File: config.mk
export PLATFORM = sky130hd
export DESIGN_NAME = lv_monitor
export DESIGN_NICKNAME = d
export VERILOG_FILES = /design/src/lv_monitor_pkg.sv /design/src/sync_two_ff.sv /design/src/run_filter.sv /design/src/lv_monitor.sv
export SDC_FILE = /design/constraint.sdc
export NUM_CORES = 1
export LEC_CHECK = 0
export BUFFER_PORTS_ARGS = -buffer_cell sky130_fd_sc_hd__buf_4
export CELL_PAD_IN_SITES_DETAIL_PLACEMENT = 2
export CELL_PAD_IN_SITES_GLOBAL_PLACEMENT = 2
export CORE_AREA = 2 2 83 101
export DETAILED_ROUTE_END_ITERATION = 6
export DIE_AREA = 0 0 85 103
export PLACE_DENSITY_LB_ADDON = 0.1
export REMOVE_ABC_BUFFERS = 1
export SKIP_LAST_GASP = 1
export SLEW_MARGIN = 40
export SYNTH_ARGS = -nofsm -noshare
export SYNTH_HDL_FRONTEND = slang
export SYNTH_SLANG_ARGS = --single-unit
File: constraint.sdc
create_clock -name aclk -period 2.6 [get_ports aclk]
set_input_delay 0.39 -clock aclk [delete_from_list [all_inputs] [get_ports aclk]]
set_output_delay 0.39 -clock aclk [all_outputs]
set_load 0.01 [all_outputs]
File: src/lv_monitor_pkg.sv
// constants shared by the supply voltage monitor design
package lv_monitor_pkg;
  // bus geometry
  localparam int ADDR_W = 4;
  localparam int DATA_W = 32;
  // register byte offsets
  localparam logic [3:0] STATUS_OFF = 4'h0;
  localparam logic [3:0] CONFIG_OFF = 4'h4;
  localparam logic [3:0] EVENT_OFF = 4'h8;
  localparam logic [3:0] MASK_OFF = 4'hC;
  // status field positions
  localparam int ST_FLAG_BIT = 0;
  localparam int ST_RESET_BIT = 1;
  // config field positions and reset values
  localparam int CFG_POWER_BIT = 0;
  localparam int CFG_RESET_BIT = 1;
  localparam int CFG_STOP_BIT = 2;
  localparam logic CFG_POWER_RST = 1'b1;
  localparam logic CFG_RESET_RST = 1'b1;
  localparam logic CFG_STOP_RST = 1'b0;
  // event field positions and mask reset value
  localparam int EV_FLAG_BIT = 0;
  localparam int EV_RESET_BIT = 1;
  localparam logic [1:0] MASK_RST = 2'h0;
  // rate dividers in aclk cycles
  localparam int CPU_DIV = 4;
  localparam int XTAL_DIV = 2;
  // filter lengths
  localparam int FILT_CYCLES = 9;
  localparam int FLAG_MIN_TICKS = 32;
  localparam int FLAG_MAX_TICKS = 40;
  localparam int FLAG_TICKS = (FLAG_MIN_TICKS + FLAG_MAX_TICKS) / 2;
  // bus responses
  localparam logic [1:0] RESP_OKAY = 2'h0;
  localparam logic [1:0] RESP_SLVERR = 2'h2;
endpackage : lv_monitor_pkg

File: src/sync_two_ff.sv
// two flip-flop synchroniser, one chain per bit
`timescale 1ns/1ps
`default_nettype none
module sync_two_ff #(
  parameter int W = 2
) (
  // clock and reset
  input wire logic aclk,
  input wire logic aresetn,
  // asynchronous in, synchronous out
  input wire logic [W-1:0] async_in,
  output logic [W-1:0] sync_out
);
  genvar i;
  generate
    for (i = 0; i < W; i++) begin : g_bit
      logic meta_r;
      logic stable_r;
      always_ff @(posedge aclk) begin
        if (!aresetn) begin
          meta_r <= 1'b0;
          stable_r <= 1'b0;
        end else begin
          meta_r <= async_in[i];
          stable_r <= meta_r;
        end
      end
      assign sync_out[i] = stable_r;
    end
  endgenerate
endmodule : sync_two_ff
`default_nettype wire

File: src/run_filter.sv
// consecutive-tick filter: reached after THRESH ticks with cond held
`timescale 1ns/1ps
`default_nettype none
module run_filter #(
  parameter int THRESH = 9,
  parameter int CW = 6
) (
  // clock and reset
  input wire logic aclk,
  input wire logic aresetn,
  // count control
  input wire logic enable,
  input wire logic tick,
  input wire logic cond,
  // result
  output logic reached
);
  logic [CW-1:0] cnt_r;
  logic [CW-1:0] cnt_nxt;
  wire at_top = (cnt_r == CW'(THRESH));
  wire restart = !enable || !cond;

  assign cnt_nxt = restart ? '0 :
                   (tick && !at_top) ? cnt_r + 1'b1 : cnt_r;
  assign reached = at_top;

  always_ff @(posedge aclk) begin
    if (!aresetn) begin
      cnt_r <= '0;
    end else begin
      cnt_r <= cnt_nxt;
    end
  end

  restart_zero_a: assert property (@(posedge aclk) disable iff (!aresetn)
    !cond |=> cnt_r == '0) else $error("filter count did not restart");
endmodule : run_filter
`default_nettype wire

File: src/lv_monitor.sv
// supply voltage monitor: trip filter, reset hold, status flag, registers
//
// The AXI4-Lite register port and the address map were left to the implementer.
`timescale 1ns/1ps
`default_nettype none
module lv_monitor (
  // clock and reset
  input wire logic aclk,
  input wire logic aresetn,
  // axi4-lite write address
  input wire logic awvalid,
  output logic awready,
  input wire logic [lv_monitor_pkg::ADDR_W-1:0] awaddr,
  input wire logic [2:0] awprot,
  // axi4-lite write data
  input wire logic wvalid,
  output logic wready,
  input wire logic [lv_monitor_pkg::DATA_W-1:0] wdata,
  input wire logic [3:0] wstrb,
  // axi4-lite write response
  output logic bvalid,
  input wire logic bready,
  output logic [1:0] bresp,
  // axi4-lite read address
  input wire logic arvalid,
  output logic arready,
  input wire logic [lv_monitor_pkg::ADDR_W-1:0] araddr,
  input wire logic [2:0] arprot,
  // axi4-lite read data
  output logic rvalid,
  input wire logic rready,
  output logic [lv_monitor_pkg::DATA_W-1:0] rdata,
  output logic [1:0] rresp,
  // analog comparator, asynchronous
  input wire logic below_falling_trip,
  input wire logic above_rising_trip,
  // low power mode from the core
  input wire logic stop_mode,
  // system reset request and reset pin
  output logic lowvolt_reset,
  output logic reset_pin_o,
  output logic reset_pin_oe,
  // event interrupt
  output logic event_irq
);
  import lv_monitor_pkg::*;

  // comparator synchronisation
  logic [1:0] cmp_s;
  sync_two_ff #(.W(2)) u_sync (
    .aclk(aclk),
    .aresetn(aresetn),
    .async_in({above_rising_trip, below_falling_trip}),
    .sync_out(cmp_s)
  );
  wire below_s = cmp_s[0];
  wire above_s = cmp_s[1];

  // rate dividers for cpu cycle and crystal clock
  logic [2:0] cpu_div_r;
  logic [2:0] xtal_div_r;
  wire cpu_tick = (cpu_div_r == 3'(CPU_DIV - 1));
  wire xtal_tick = (xtal_div_r == 3'(XTAL_DIV - 1));

  always_ff @(posedge aclk) begin
    if (!aresetn) begin
      cpu_div_r <= 3'h0;
      xtal_div_r <= 3'h0;
    end else begin
      cpu_div_r <= cpu_tick ? 3'h0 : cpu_div_r + 3'h1;
      xtal_div_r <= xtal_tick ? 3'h0 : xtal_div_r + 3'h1;
    end
  end

  // configuration and state registers
  logic cfg_power_r;
  logic cfg_reset_r;
  logic cfg_stop_r;
  logic lvrst_r;
  logic flag_r;
  logic [1:0] event_r;
  logic [1:0] mask_r;

  // monitor activity; wait mode does not gate it
  wire active = cfg_power_r &&
                (!stop_mode || cfg_stop_r);
  wire rst_gen = cfg_power_r && cfg_reset_r;

  // cpu-cycle filter, cleared while cpu clocks stop
  logic filt_hit;
  run_filter #(.THRESH(FILT_CYCLES), .CW(4)) u_trip (
    .aclk(aclk),
    .aresetn(aresetn),
    .enable(active && !stop_mode && !lvrst_r),
    .tick(cpu_tick),
    .cond(below_s),
    .reached(filt_hit)
  );
  wire stop_hit = stop_mode && active && below_s;
  wire trip = (filt_hit && active && !stop_mode) || stop_hit;

  // low voltage reset set and release
  wire release_ok = cpu_tick && above_s;
  wire lvrst_nxt = lvrst_r ? !release_ok : (trip && rst_gen);

  // crystal-timed status flag filter
  logic flag_hit;
  run_filter #(.THRESH(FLAG_TICKS), .CW(6)) u_flag (
    .aclk(aclk),
    .aresetn(aresetn),
    .enable(active && !lvrst_r),
    .tick(xtal_tick),
    .cond(below_s),
    .reached(flag_hit)
  );
  wire flag_nxt = lvrst_r ? 1'b0 :
                  above_s ? 1'b0 :
                  flag_hit ? 1'b1 : flag_r;

  always_ff @(posedge aclk) begin
    if (!aresetn) begin
      lvrst_r <= 1'b0;
      flag_r <= 1'b0;
      reset_pin_oe <= 1'b0;
      reset_pin_o <= 1'b1;
    end else begin
      lvrst_r <= lvrst_nxt;
      flag_r <= flag_nxt;
      reset_pin_oe <= lvrst_nxt;
      reset_pin_o <= !lvrst_nxt;
    end
  end
  assign lowvolt_reset = lvrst_r;

  // write channel: address and data taken together
  logic awready_r;
  logic bvalid_r;
  logic [1:0] bresp_r;
  wire wr_go = awvalid && wvalid && !awready_r && !bvalid_r;
  wire wr_cfg = (awaddr == CONFIG_OFF);
  wire wr_evt = (awaddr == EVENT_OFF);
  wire wr_msk = (awaddr == MASK_OFF);
  wire wr_sts = (awaddr == STATUS_OFF);
  wire wr_map = wr_cfg || wr_evt || wr_msk || wr_sts;
  wire lane0 = wr_go && wstrb[0];
  wire [1:0] w1c = (lane0 && wr_evt) ? wdata[1:0] : 2'h0;

  // sticky events: set wins over clear
  wire [1:0] evt_set;
  assign evt_set[EV_FLAG_BIT] = flag_nxt && !flag_r;
  assign evt_set[EV_RESET_BIT] = lvrst_nxt && !lvrst_r;
  wire [1:0] event_nxt = (event_r & ~w1c) | evt_set;

  always_ff @(posedge aclk) begin
    if (!aresetn) begin
      cfg_power_r <= CFG_POWER_RST;
      cfg_reset_r <= CFG_RESET_RST;
      cfg_stop_r <= CFG_STOP_RST;
      mask_r <= MASK_RST;
      event_r <= 2'h0;
    end else begin
      event_r <= event_nxt;
      if (lane0 && wr_cfg) begin
        cfg_power_r <= wdata[CFG_POWER_BIT];
        cfg_reset_r <= wdata[CFG_RESET_BIT];
        cfg_stop_r <= wdata[CFG_STOP_BIT];
      end
      if (lane0 && wr_msk) begin
        mask_r <= wdata[1:0];
      end
    end
  end

  always_ff @(posedge aclk) begin
    if (!aresetn) begin
      awready_r <= 1'b0;
      bvalid_r <= 1'b0;
      bresp_r <= RESP_OKAY;
    end else begin
      awready_r <= wr_go;
      if (wr_go) begin
        bvalid_r <= 1'b1;
        bresp_r <= wr_map ? RESP_OKAY : RESP_SLVERR;
      end else if (bready) begin
        bvalid_r <= 1'b0;
      end
    end
  end
  assign awready = awready_r;
  assign wready = awready_r;
  assign bvalid = bvalid_r;
  assign bresp = bresp_r;

  // read channel; status is read-only
  logic arready_r;
  logic rvalid_r;
  logic [DATA_W-1:0] rdata_r;
  logic [1:0] rresp_r;
  wire rd_go = arvalid && !arready_r && !rvalid_r;
  wire [DATA_W-1:0] sts_word = DATA_W'({lvrst_r, flag_r});
  wire [DATA_W-1:0] cfg_word = DATA_W'({cfg_stop_r, cfg_reset_r,
                                        cfg_power_r});
  wire [DATA_W-1:0] evt_word = DATA_W'(event_r);
  wire [DATA_W-1:0] msk_word = DATA_W'(mask_r);
  wire rd_map;
  wire [DATA_W-1:0] rd_word;
  assign rd_map = (araddr == STATUS_OFF) || (araddr == CONFIG_OFF) ||
                  (araddr == EVENT_OFF) || (araddr == MASK_OFF);
  assign rd_word = (araddr == STATUS_OFF) ? sts_word :
                   (araddr == CONFIG_OFF) ? cfg_word :
                   (araddr == EVENT_OFF) ? evt_word :
                   (araddr == MASK_OFF) ? msk_word : 32'h0000_0000;

  always_ff @(posedge aclk) begin
    if (!aresetn) begin
      arready_r <= 1'b0;
      rvalid_r <= 1'b0;
      rdata_r <= 32'h0000_0000;
      rresp_r <= RESP_OKAY;
    end else begin
      arready_r <= rd_go;
      if (rd_go) begin
        rvalid_r <= 1'b1;
        rdata_r <= rd_word;
        rresp_r <= rd_map ? RESP_OKAY : RESP_SLVERR;
      end else if (rready) begin
        rvalid_r <= 1'b0;
      end
    end
  end
  assign arready = arready_r;
  assign rvalid = rvalid_r;
  assign rdata = rdata_r;
  assign rresp = rresp_r;

  // event line to the system, masked off after reset; no cpu request
  logic irq_r;
  always_ff @(posedge aclk) begin
    if (!aresetn) begin
      irq_r <= 1'b0;
    end else begin
      irq_r <= |(event_nxt & mask_r);
    end
  end
  assign event_irq = irq_r;

  // helper run counters for checks
  logic [3:0] cpu_run;
  logic [6:0] xtal_run;
  always_ff @(posedge aclk) begin
    if (!aresetn) begin
      cpu_run <= 4'h0;
      xtal_run <= 7'h00;
    end else begin
      if (!below_s) begin
        cpu_run <= 4'h0;
      end else if (cpu_tick && cpu_run != 4'hF) begin
        cpu_run <= cpu_run + 4'h1;
      end
      if (!below_s || !active || lvrst_r) begin
        xtal_run <= 7'h00;
      end else if (xtal_tick && xtal_run != 7'h7F) begin
        xtal_run <= xtal_run + 7'h01;
      end
    end
  end

  cfg_after_reset_a:
    assert property (@(posedge aclk) disable iff (!aresetn)
      $past(!aresetn) |-> cfg_power_r && cfg_reset_r && !flag_r)
    else $error("enables or flag wrong after reset");
  power_off_quiet_a:
    assert property (@(posedge aclk) disable iff (!aresetn)
      !cfg_power_r && !lvrst_r |=> !lvrst_r)
    else $error("reset raised with power enable clear");
  filter_nine_a:
    assert property (@(posedge aclk) disable iff (!aresetn)
      $rose(lvrst_r) && !$past(stop_mode) |-> $past(cpu_run) >= 4'h9)
    else $error("reset raised before nine low cycles");
  release_one_a:
    assert property (@(posedge aclk) disable iff (!aresetn)
      lvrst_r && cpu_tick && above_s |=> !lvrst_r)
    else $error("reset not released after a cycle above");
  hold_reset_a:
    assert property (@(posedge aclk) disable iff (!aresetn)
      lvrst_r && !(cpu_tick && above_s) |=> lvrst_r)
    else $error("reset released early");
  pin_follows_a:
    assert property (@(posedge aclk) disable iff (!aresetn)
      reset_pin_oe == lvrst_r && (!reset_pin_oe || !reset_pin_o))
    else $error("reset pin not driven low with reset");
  pin_release_a:
    assert property (@(posedge aclk) disable iff (!aresetn)
      $fell(lvrst_r) |-> !reset_pin_oe && reset_pin_o)
    else $error("reset pin still driven after release");
  both_enables_a:
    assert property (@(posedge aclk) disable iff (!aresetn)
      $rose(lvrst_r) |-> $past(cfg_power_r && cfg_reset_r))
    else $error("reset raised without both enables");
  polled_quiet_a:
    assert property (@(posedge aclk) disable iff (!aresetn)
      cfg_power_r && !cfg_reset_r && !lvrst_r |=> !lvrst_r)
    else $error("reset raised in polled operation");
  flag_window_a:
    assert property (@(posedge aclk) disable iff (!aresetn)
      $rose(flag_r) |-> $past(xtal_run) >= 7'h20 && $past(xtal_run) <= 7'h28)
    else $error("flag set outside 32 to 40 ticks");
  flag_late_a:
    assert property (@(posedge aclk) disable iff (!aresetn)
      xtal_run >= 7'h29 |-> flag_r)
    else $error("flag not set after 40 ticks");
  flag_clear_a:
    assert property (@(posedge aclk) disable iff (!aresetn)
      above_s |=> !flag_r)
    else $error("flag set while supply above rising trip");
  reset_clears_flag_a:
    assert property (@(posedge aclk) disable iff (!aresetn)
      lvrst_r |=> !flag_r)
    else $error("flag kept during low voltage reset");
  irq_quiet_a:
    assert property (@(posedge aclk) disable iff (!aresetn)
      mask_r == 2'h0 |=> !event_irq)
    else $error("event line raised with all events masked");
  reset_event_a:
    assert property (@(posedge aclk) disable iff (!aresetn)
      $rose(lvrst_r) |-> event_r[EV_RESET_BIT])
    else $error("reset event not recorded");
  stop_bypass_a:
    assert property (@(posedge aclk) disable iff (!aresetn)
      stop_mode && cfg_stop_r && rst_gen && below_s && !lvrst_r |=> lvrst_r)
    else $error("stop trip did not reset at once");
  stop_inactive_a:
    assert property (@(posedge aclk) disable iff (!aresetn)
      stop_mode && !cfg_stop_r && !lvrst_r |=> !lvrst_r)
    else $error("reset raised in stop without stop enable");
  bresp_hold_a:
    assert property (@(posedge aclk) disable iff (!aresetn)
      bvalid_r && !bready |=> bvalid_r && $stable(bresp_r))
    else $error("write response dropped before accept");
  rdata_hold_a:
    assert property (@(posedge aclk) disable iff (!aresetn)
      rvalid_r && !rready |=> rvalid_r && $stable(rdata_r))
    else $error("read data dropped before accept");
endmodule : lv_monitor
`default_nettype wire

# After elaboration in Yosys (flattened, before gate mapping)
# Index checks and enable logic that the tools add are counted.
word_totals:
  register_bits: 71
  inputBits: 60
  out_inout_bits: 45
  word_cells: 115
op_classes:
  addsub: 4
  eq_ne: 10
  n_mux: 15
  n_bitwise: 5
  reduce_logical: 57
op_table:
  columns: ["op", "count"]
  rows:
  - ["$logic_and A1 B1 Y1", 24]
  - ["$eq A4 B4 Y1 const B", 5]
  - ["$logic_not A1 Y1", 14]
  - ["$logic_or A1 B1 Y1", 10]
  - ["$mux W2", 5]
  - ["$reduce_or A2 Y1", 5]
  - ["$eq A4 B3 Y1 const B", 2]
  - ["$logic_not A4 Y1", 2]
  - ["$mux W1", 8]
  - ["$add A3 B1 Y3 const B", 2]
  - ["$add A6 B1 Y6 const B", 1]
  - ["$eq A6 B6 Y1 const B", 1]
  - ["$mux W3", 2]
  - ["$add A4 B1 Y4 const B", 1]
  - ["$and A2 B2 Y2", 2]
  - ["$reduce_bool A2 Y1", 2]
  - ["$eq A3 B1 Y1 const B", 1]
  - ["$eq A3 B2 Y1 const B", 1]
  - ["$not A2 Y2", 1]
  - ["$or A2 B2 Y2", 1]
  - ["$not A1 Y1", 1]

# Depth between registers and ports, before layout
logic_depth:
  word_depth: 12
  ltp_mapped: 6

# Cells and area by module
# Synthesis repeated with hierarchy kept, for this count alone.
unflattened:
  cells_unflattened: 218
  hier_area_um2: 2023.2
modules_own_cells:
  columns: ["module", "instances", "cells_per_inst", "area_per_inst_um2"]
  rows:
  - ["lv_monitor", 1, 147, 1362.6]
  - ["run_filter at u_flag", 1, 38, 322.8]
  - ["run_filter at u_trip", 1, 23, 217.7]
  - ["sync_two_ff", 1, 10, 120.1]

# Least setup slack after synthesis
# Ideal clock, no wire load.
synth_path:
  path_kind: "register -> register"
  start: "register u_flag.cnt_r[0]"
  end: "register u_flag.cnt_r[1]"
  arrival_ns: 1.263
  required_ns: 2.468
  path_slack_ns: 1.206
  stages_incl_launch_ff: 7
  n_path_buf: 0
  period_less_slack_ns: 1.394
  path_cell_list: "dfxtp_1 > inv_1 > ha_1 > and4bb_4 > a21oi_1 > mux2i_1 > nor2_1"
synth_via:
  elab_chain_len: 3
  word_cells_on_any_way: 4
synth_rtl:
  columns: ["element", "line", "text"]
  rows:
  - ["start: declaration", "run_filter.sv:18", "logic [CW-1:0] cnt_r;"]
  - ["start signal: assignment", "run_filter.sv:31", "cnt_r <= cnt_nxt;"]
  - ["branches (longest 3 deep; another with $add A6 B1 Y6)", null, null]
# Several ways; the timed one is not identified.
# A chain may end at the register's enable or synchronous reset.

# Final worst setup path
layout_path:
  start: "register awready_r, in the netlist awready"
  end: "register irq_r, in the netlist event_irq"
layout_via:
  elab_chain_len: 11
layout_rtl:
  columns: ["element", "line", "text"]
  rows:
  - ["start: declaration", "lv_monitor.sv:136", "logic awready_r;"]
  - ["start signal: assignment", "lv_monitor.sv:180", "awready_r <= wr_go;"]
  - ["$logic_not A1 Y1", "lv_monitor.sv:139", "wire wr_go = awvalid && wvalid && !awready_r && !bvalid_r;"]
  - ["$logic_and A1 B1 Y1 (2 in a row)", "lv_monitor.sv:139", null]
  - ["$logic_and A1 B1 Y1", "lv_monitor.sv:145", "wire lane0 = wr_go && wstrb[0];"]
  - ["$logic_and A1 B1 Y1", "lv_monitor.sv:146", "wire [1:0] w1c = (lane0 && wr_evt) ? wdata[1:0] : 2'h0;"]
  - ["$mux W2", "lv_monitor.sv:146", null]
  - ["$not A2 Y2", "lv_monitor.sv:152", "wire [1:0] event_nxt = (event_r & ~w1c) | evt_set;"]
  - ["$and A2 B2 Y2", "lv_monitor.sv:152", null]
  - ["$or A2 B2 Y2", "lv_monitor.sv:152", null]
  - ["$and A2 B2 Y2", "lv_monitor.sv:242", "irq_r <= |(event_nxt & mask_r);"]
  - ["$reduce_or A2 Y1", "lv_monitor.sv:242", null]
  - ["end signal: assignment", "lv_monitor.sv:242", null]
  - ["end: declaration", "lv_monitor.sv:237", "logic irq_r;"]
# Every way passes these cells.

==> results.json <==
{
  "drc": 0,
  "hp-class": "in -> reg",
  "ant_nets": 0,
  "fmax_mhz": 653,
  "cp.required_ns": 2.79,
  "finalSetupViolCount": 0,
  "die_area_um2": 8760,
  "drt_iter0_drc": 14,
  "synthFlopType": "dfxtp_1",
  "cts_hold_buf": 0,
  "die_h_um": 103,
  "yosysUniqueCellTypes": 41,
  "synth.area.top_cells": "dfxtp_1 41%, buf_4 13%, ha_1 5.1%, mux2i_1 3.5%, and2_1 2.5%",
  "synth_edf_count": 0,
  "drive_gt1_share_pct": 20.2,
  "multiInputGateArea_um2": 982,
  "die_w_um": 85,
  "yosysTopAreaCell": "dfxtp_1",
  "timing.final.ws_setup_ns": 1.07,
  "initial_core_util_pct": 25.1,
  "min_period_over_period_pct": 58.9,
  "dp_slack_ns": 0.780,
  "ff_latch_area_um2": 801,
  "leakage_uw": 0.00102,
  "cts_made_buffers": 5,
  "cts.sinks": 40,
  "clkLatencyLatePin_ns": 0.29,
  "status": "finished clean",
  "grt_pass1_wl_um": 7460,
  "cts_resized": 0,
  "antenna_found_initial": 0,
  "fin_nets": 315,
  "ir_worst_vdd_v": 0.000186,
  "h-tree-depth": 2,
  "grt_max_degree": 31,
  "nFillCells": 932,
  "num_io_pins": 105,
  "seq_area_frac_synth_pct": 40.5,
  "yosysMostFrequentCell": "dfxtp_1",
  "area_delta_synth_final_pct": 17.6,
  "final.setup.tns_ns": 0,
  "cts_setup_buffers": 0,
  "arrival_ns": 1.72,
  "drtPass1Iterations": 4,
  "worstSetupEndpointType": "register",
  "ys_top_cells_by_count": "40 x dfxtp_1, 34 x buf_4, 13 x nand2_1, 13 x nor2_1",
  "place_area_um2": 2200,
  "period_needed_ns": 1.53,
  "syn_inst": 213,
  "grt-ovfl-total": 0,
  "p_per_area_nw_per_um2": 586,
  "first_global_vias": 1579,
  "netlist_area_um2": 1980,
  "grtUsageTotal_pct": 10.7,
  "drv_slew": 0,
  "rsz0062_at_grt": "no",
  "yosys_warnings": 0,
  "diodes": 0,
  "ys_async_sr_fraction_pct": 0,
  "clockRootBuffer": "clkbuf_8",
  "crit_type": "reg -> reg",
  "ys_ff_latch": 40,
  "cts_tree": "done",
  "vias": 1481,
  "cp_max_fo": 8,
  "hold_violations": 0,
  "num_rows": 36,
  "critPathLaunchType": "register",
  "synth.avg_cell_area_um2": 9.28,
  "finalClockSkew_ns": 0.00807,
  "place_hpwl_um": 3320,
  "tightest_slew_ns": 0.568,
  "port_buffers": 35,
  "avgRoutedWirePerCell_um": 12.5,
  "vias_per_cell": 4.32,
  "max-clock-path-buffers": 2,
  "maxCapViolCount": 0,
  "slew_headroom_pct": 62.1,
  "wl_um": 4280,
  "place_congestion": 0.709,
  "clk_pin_slew_ns": 0.08,
  "design.core.area_um2": 7880,
  "synth_top_area_share_pct": 40.5,
  "final_area_um2": 2320
}
worst paths after layout:
check / slack (ns) / to / depth (start not counted) / startpoint
setup reg to reg: 1.07 / event_irq$_SDFF_PN0_ / 4 / awready$_SDFF_PN0_
setup / recovery: 1.07 / event_irq$_SDFF_PN0_ / 4 / awready$_SDFF_PN0_
hold reg to reg: 0.43 / cpu_div_r[0]$_SDFF_PP0_ / 1 / cpu_div_r[0]$_SDFF_PP0_
hold / removal: 0.30 / u_sync.g_bit[0].meta_r$_SDFF_PN0_ / 2 / below_falling_trip
flip-flops by register name (all words and copies together), names as in the netlist:
signal / flops
xtal_div_r: 3
event_irq: 1
bresp: 1
u_flag.cnt_r: 6
cfg_stop_r: 1
mask_r: 2
cfg_power_r: 1
u_trip.cnt_r: 4
lowvolt_reset: 1
rresp: 1
event_r: 2
flag_r: 1
cfg_reset_r: 1
bvalid: 1
reset_pin_o: 1
rvalid: 1
arready: 1
awready: 1
u_sync.g_bit.stable_r: 2
cpu_div_r: 3
u_sync.g_bit.meta_r: 2
rdata: 3
logic make-up (layout without fill, tap and decap cells):
logic type               after synthesis  after routing  share of synthesized area, %
AO/OA/AOI/OAI                         29             29                          10.6
XOR/XNOR                               7              7                          3.10
adder cells (fa/ha/maj)                8              8                          5.06
buffers and inverters                 47             52                          15.5
flip-flops                            40             40                          40.5
multiplexers                           7              7                          3.54
other                                  1             31                         0.190
AND/OR/NAND/NOR                       74             74                          21.5
report_power, final:
group | total (uW) | switching [uW] | internal [uW]
Sequential | 648 | 12.6 | 636
Combinational | 149 | 84.2 | 64.6
Clock | 564 | 225 | 339
Total | 1360 | 322 | 1040
worst max-delay path, stage by stage (launching register included):
cell      delay, ns
dfxtp_1        0.33
and4bb_1       0.45
nand4_1        0.16
a21o_1         0.22
a32o_2         0.27
metal layers:
| layer | GRT usage [%] | share of wire [%] | vias up |
|---|---|---|---|
| li1 | - | - | 725 |
| met1 | 12.3 | 43 | 710 |
| met2 | 19.0 | 50 | 41 |
| met3 | 2.40 | 4.8 | 5 |
| met4 | 4.76 | 1.8 | 0 |
| met5 | 0 | 0 | - |
stage by stage:
step                      power [uW]  hold slack (ns)  utilization (%)  instances
after floorplan                  745            0.399                -        205
after global placement           813            0.417             27.9        335
after detailed placement         815            0.417             27.9        335
after CTS                       1390            0.288             29.5        343
after global routing            1440            0.292             29.5        343
final                           1360            0.302             29.5        343
cells in the final DEF, fill, tap and decap left out, types with 4 or more instances in the layout:
| cell | instances |
|---|---|
| conb_1 | 31 |
| nand3_1 | 9 |
| nand2_1 | 13 |
| and2_1 | 8 |
| ha_1 | 8 |
| xnor2_1 | 5 |
| nor3_1 | 4 |
| a21oi_1 | 5 |
| o21a_1 | 4 |
| mux2i_1 | 7 |
| nand4_1 | 4 |
| clkbuf_8 | 7 |
| o21ai_0 | 6 |
| dfxtp_1 | 40 |
| nor2_1 | 13 |
| inv_1 | 9 |
| buf_4 | 35 |
| nor2b_1 | 5 |
layout make-up:
class	instances	share of cell area [%]
multi-input combinational	156	42.2
sequential	40	34.4
timing repair buffer	35	11.3
tap	95	5.11
clock buffer	7	4.14
inverter	9	1.45
clock inverter	1	1.29
No activity file was read; power rests on OpenSTA's default activity.
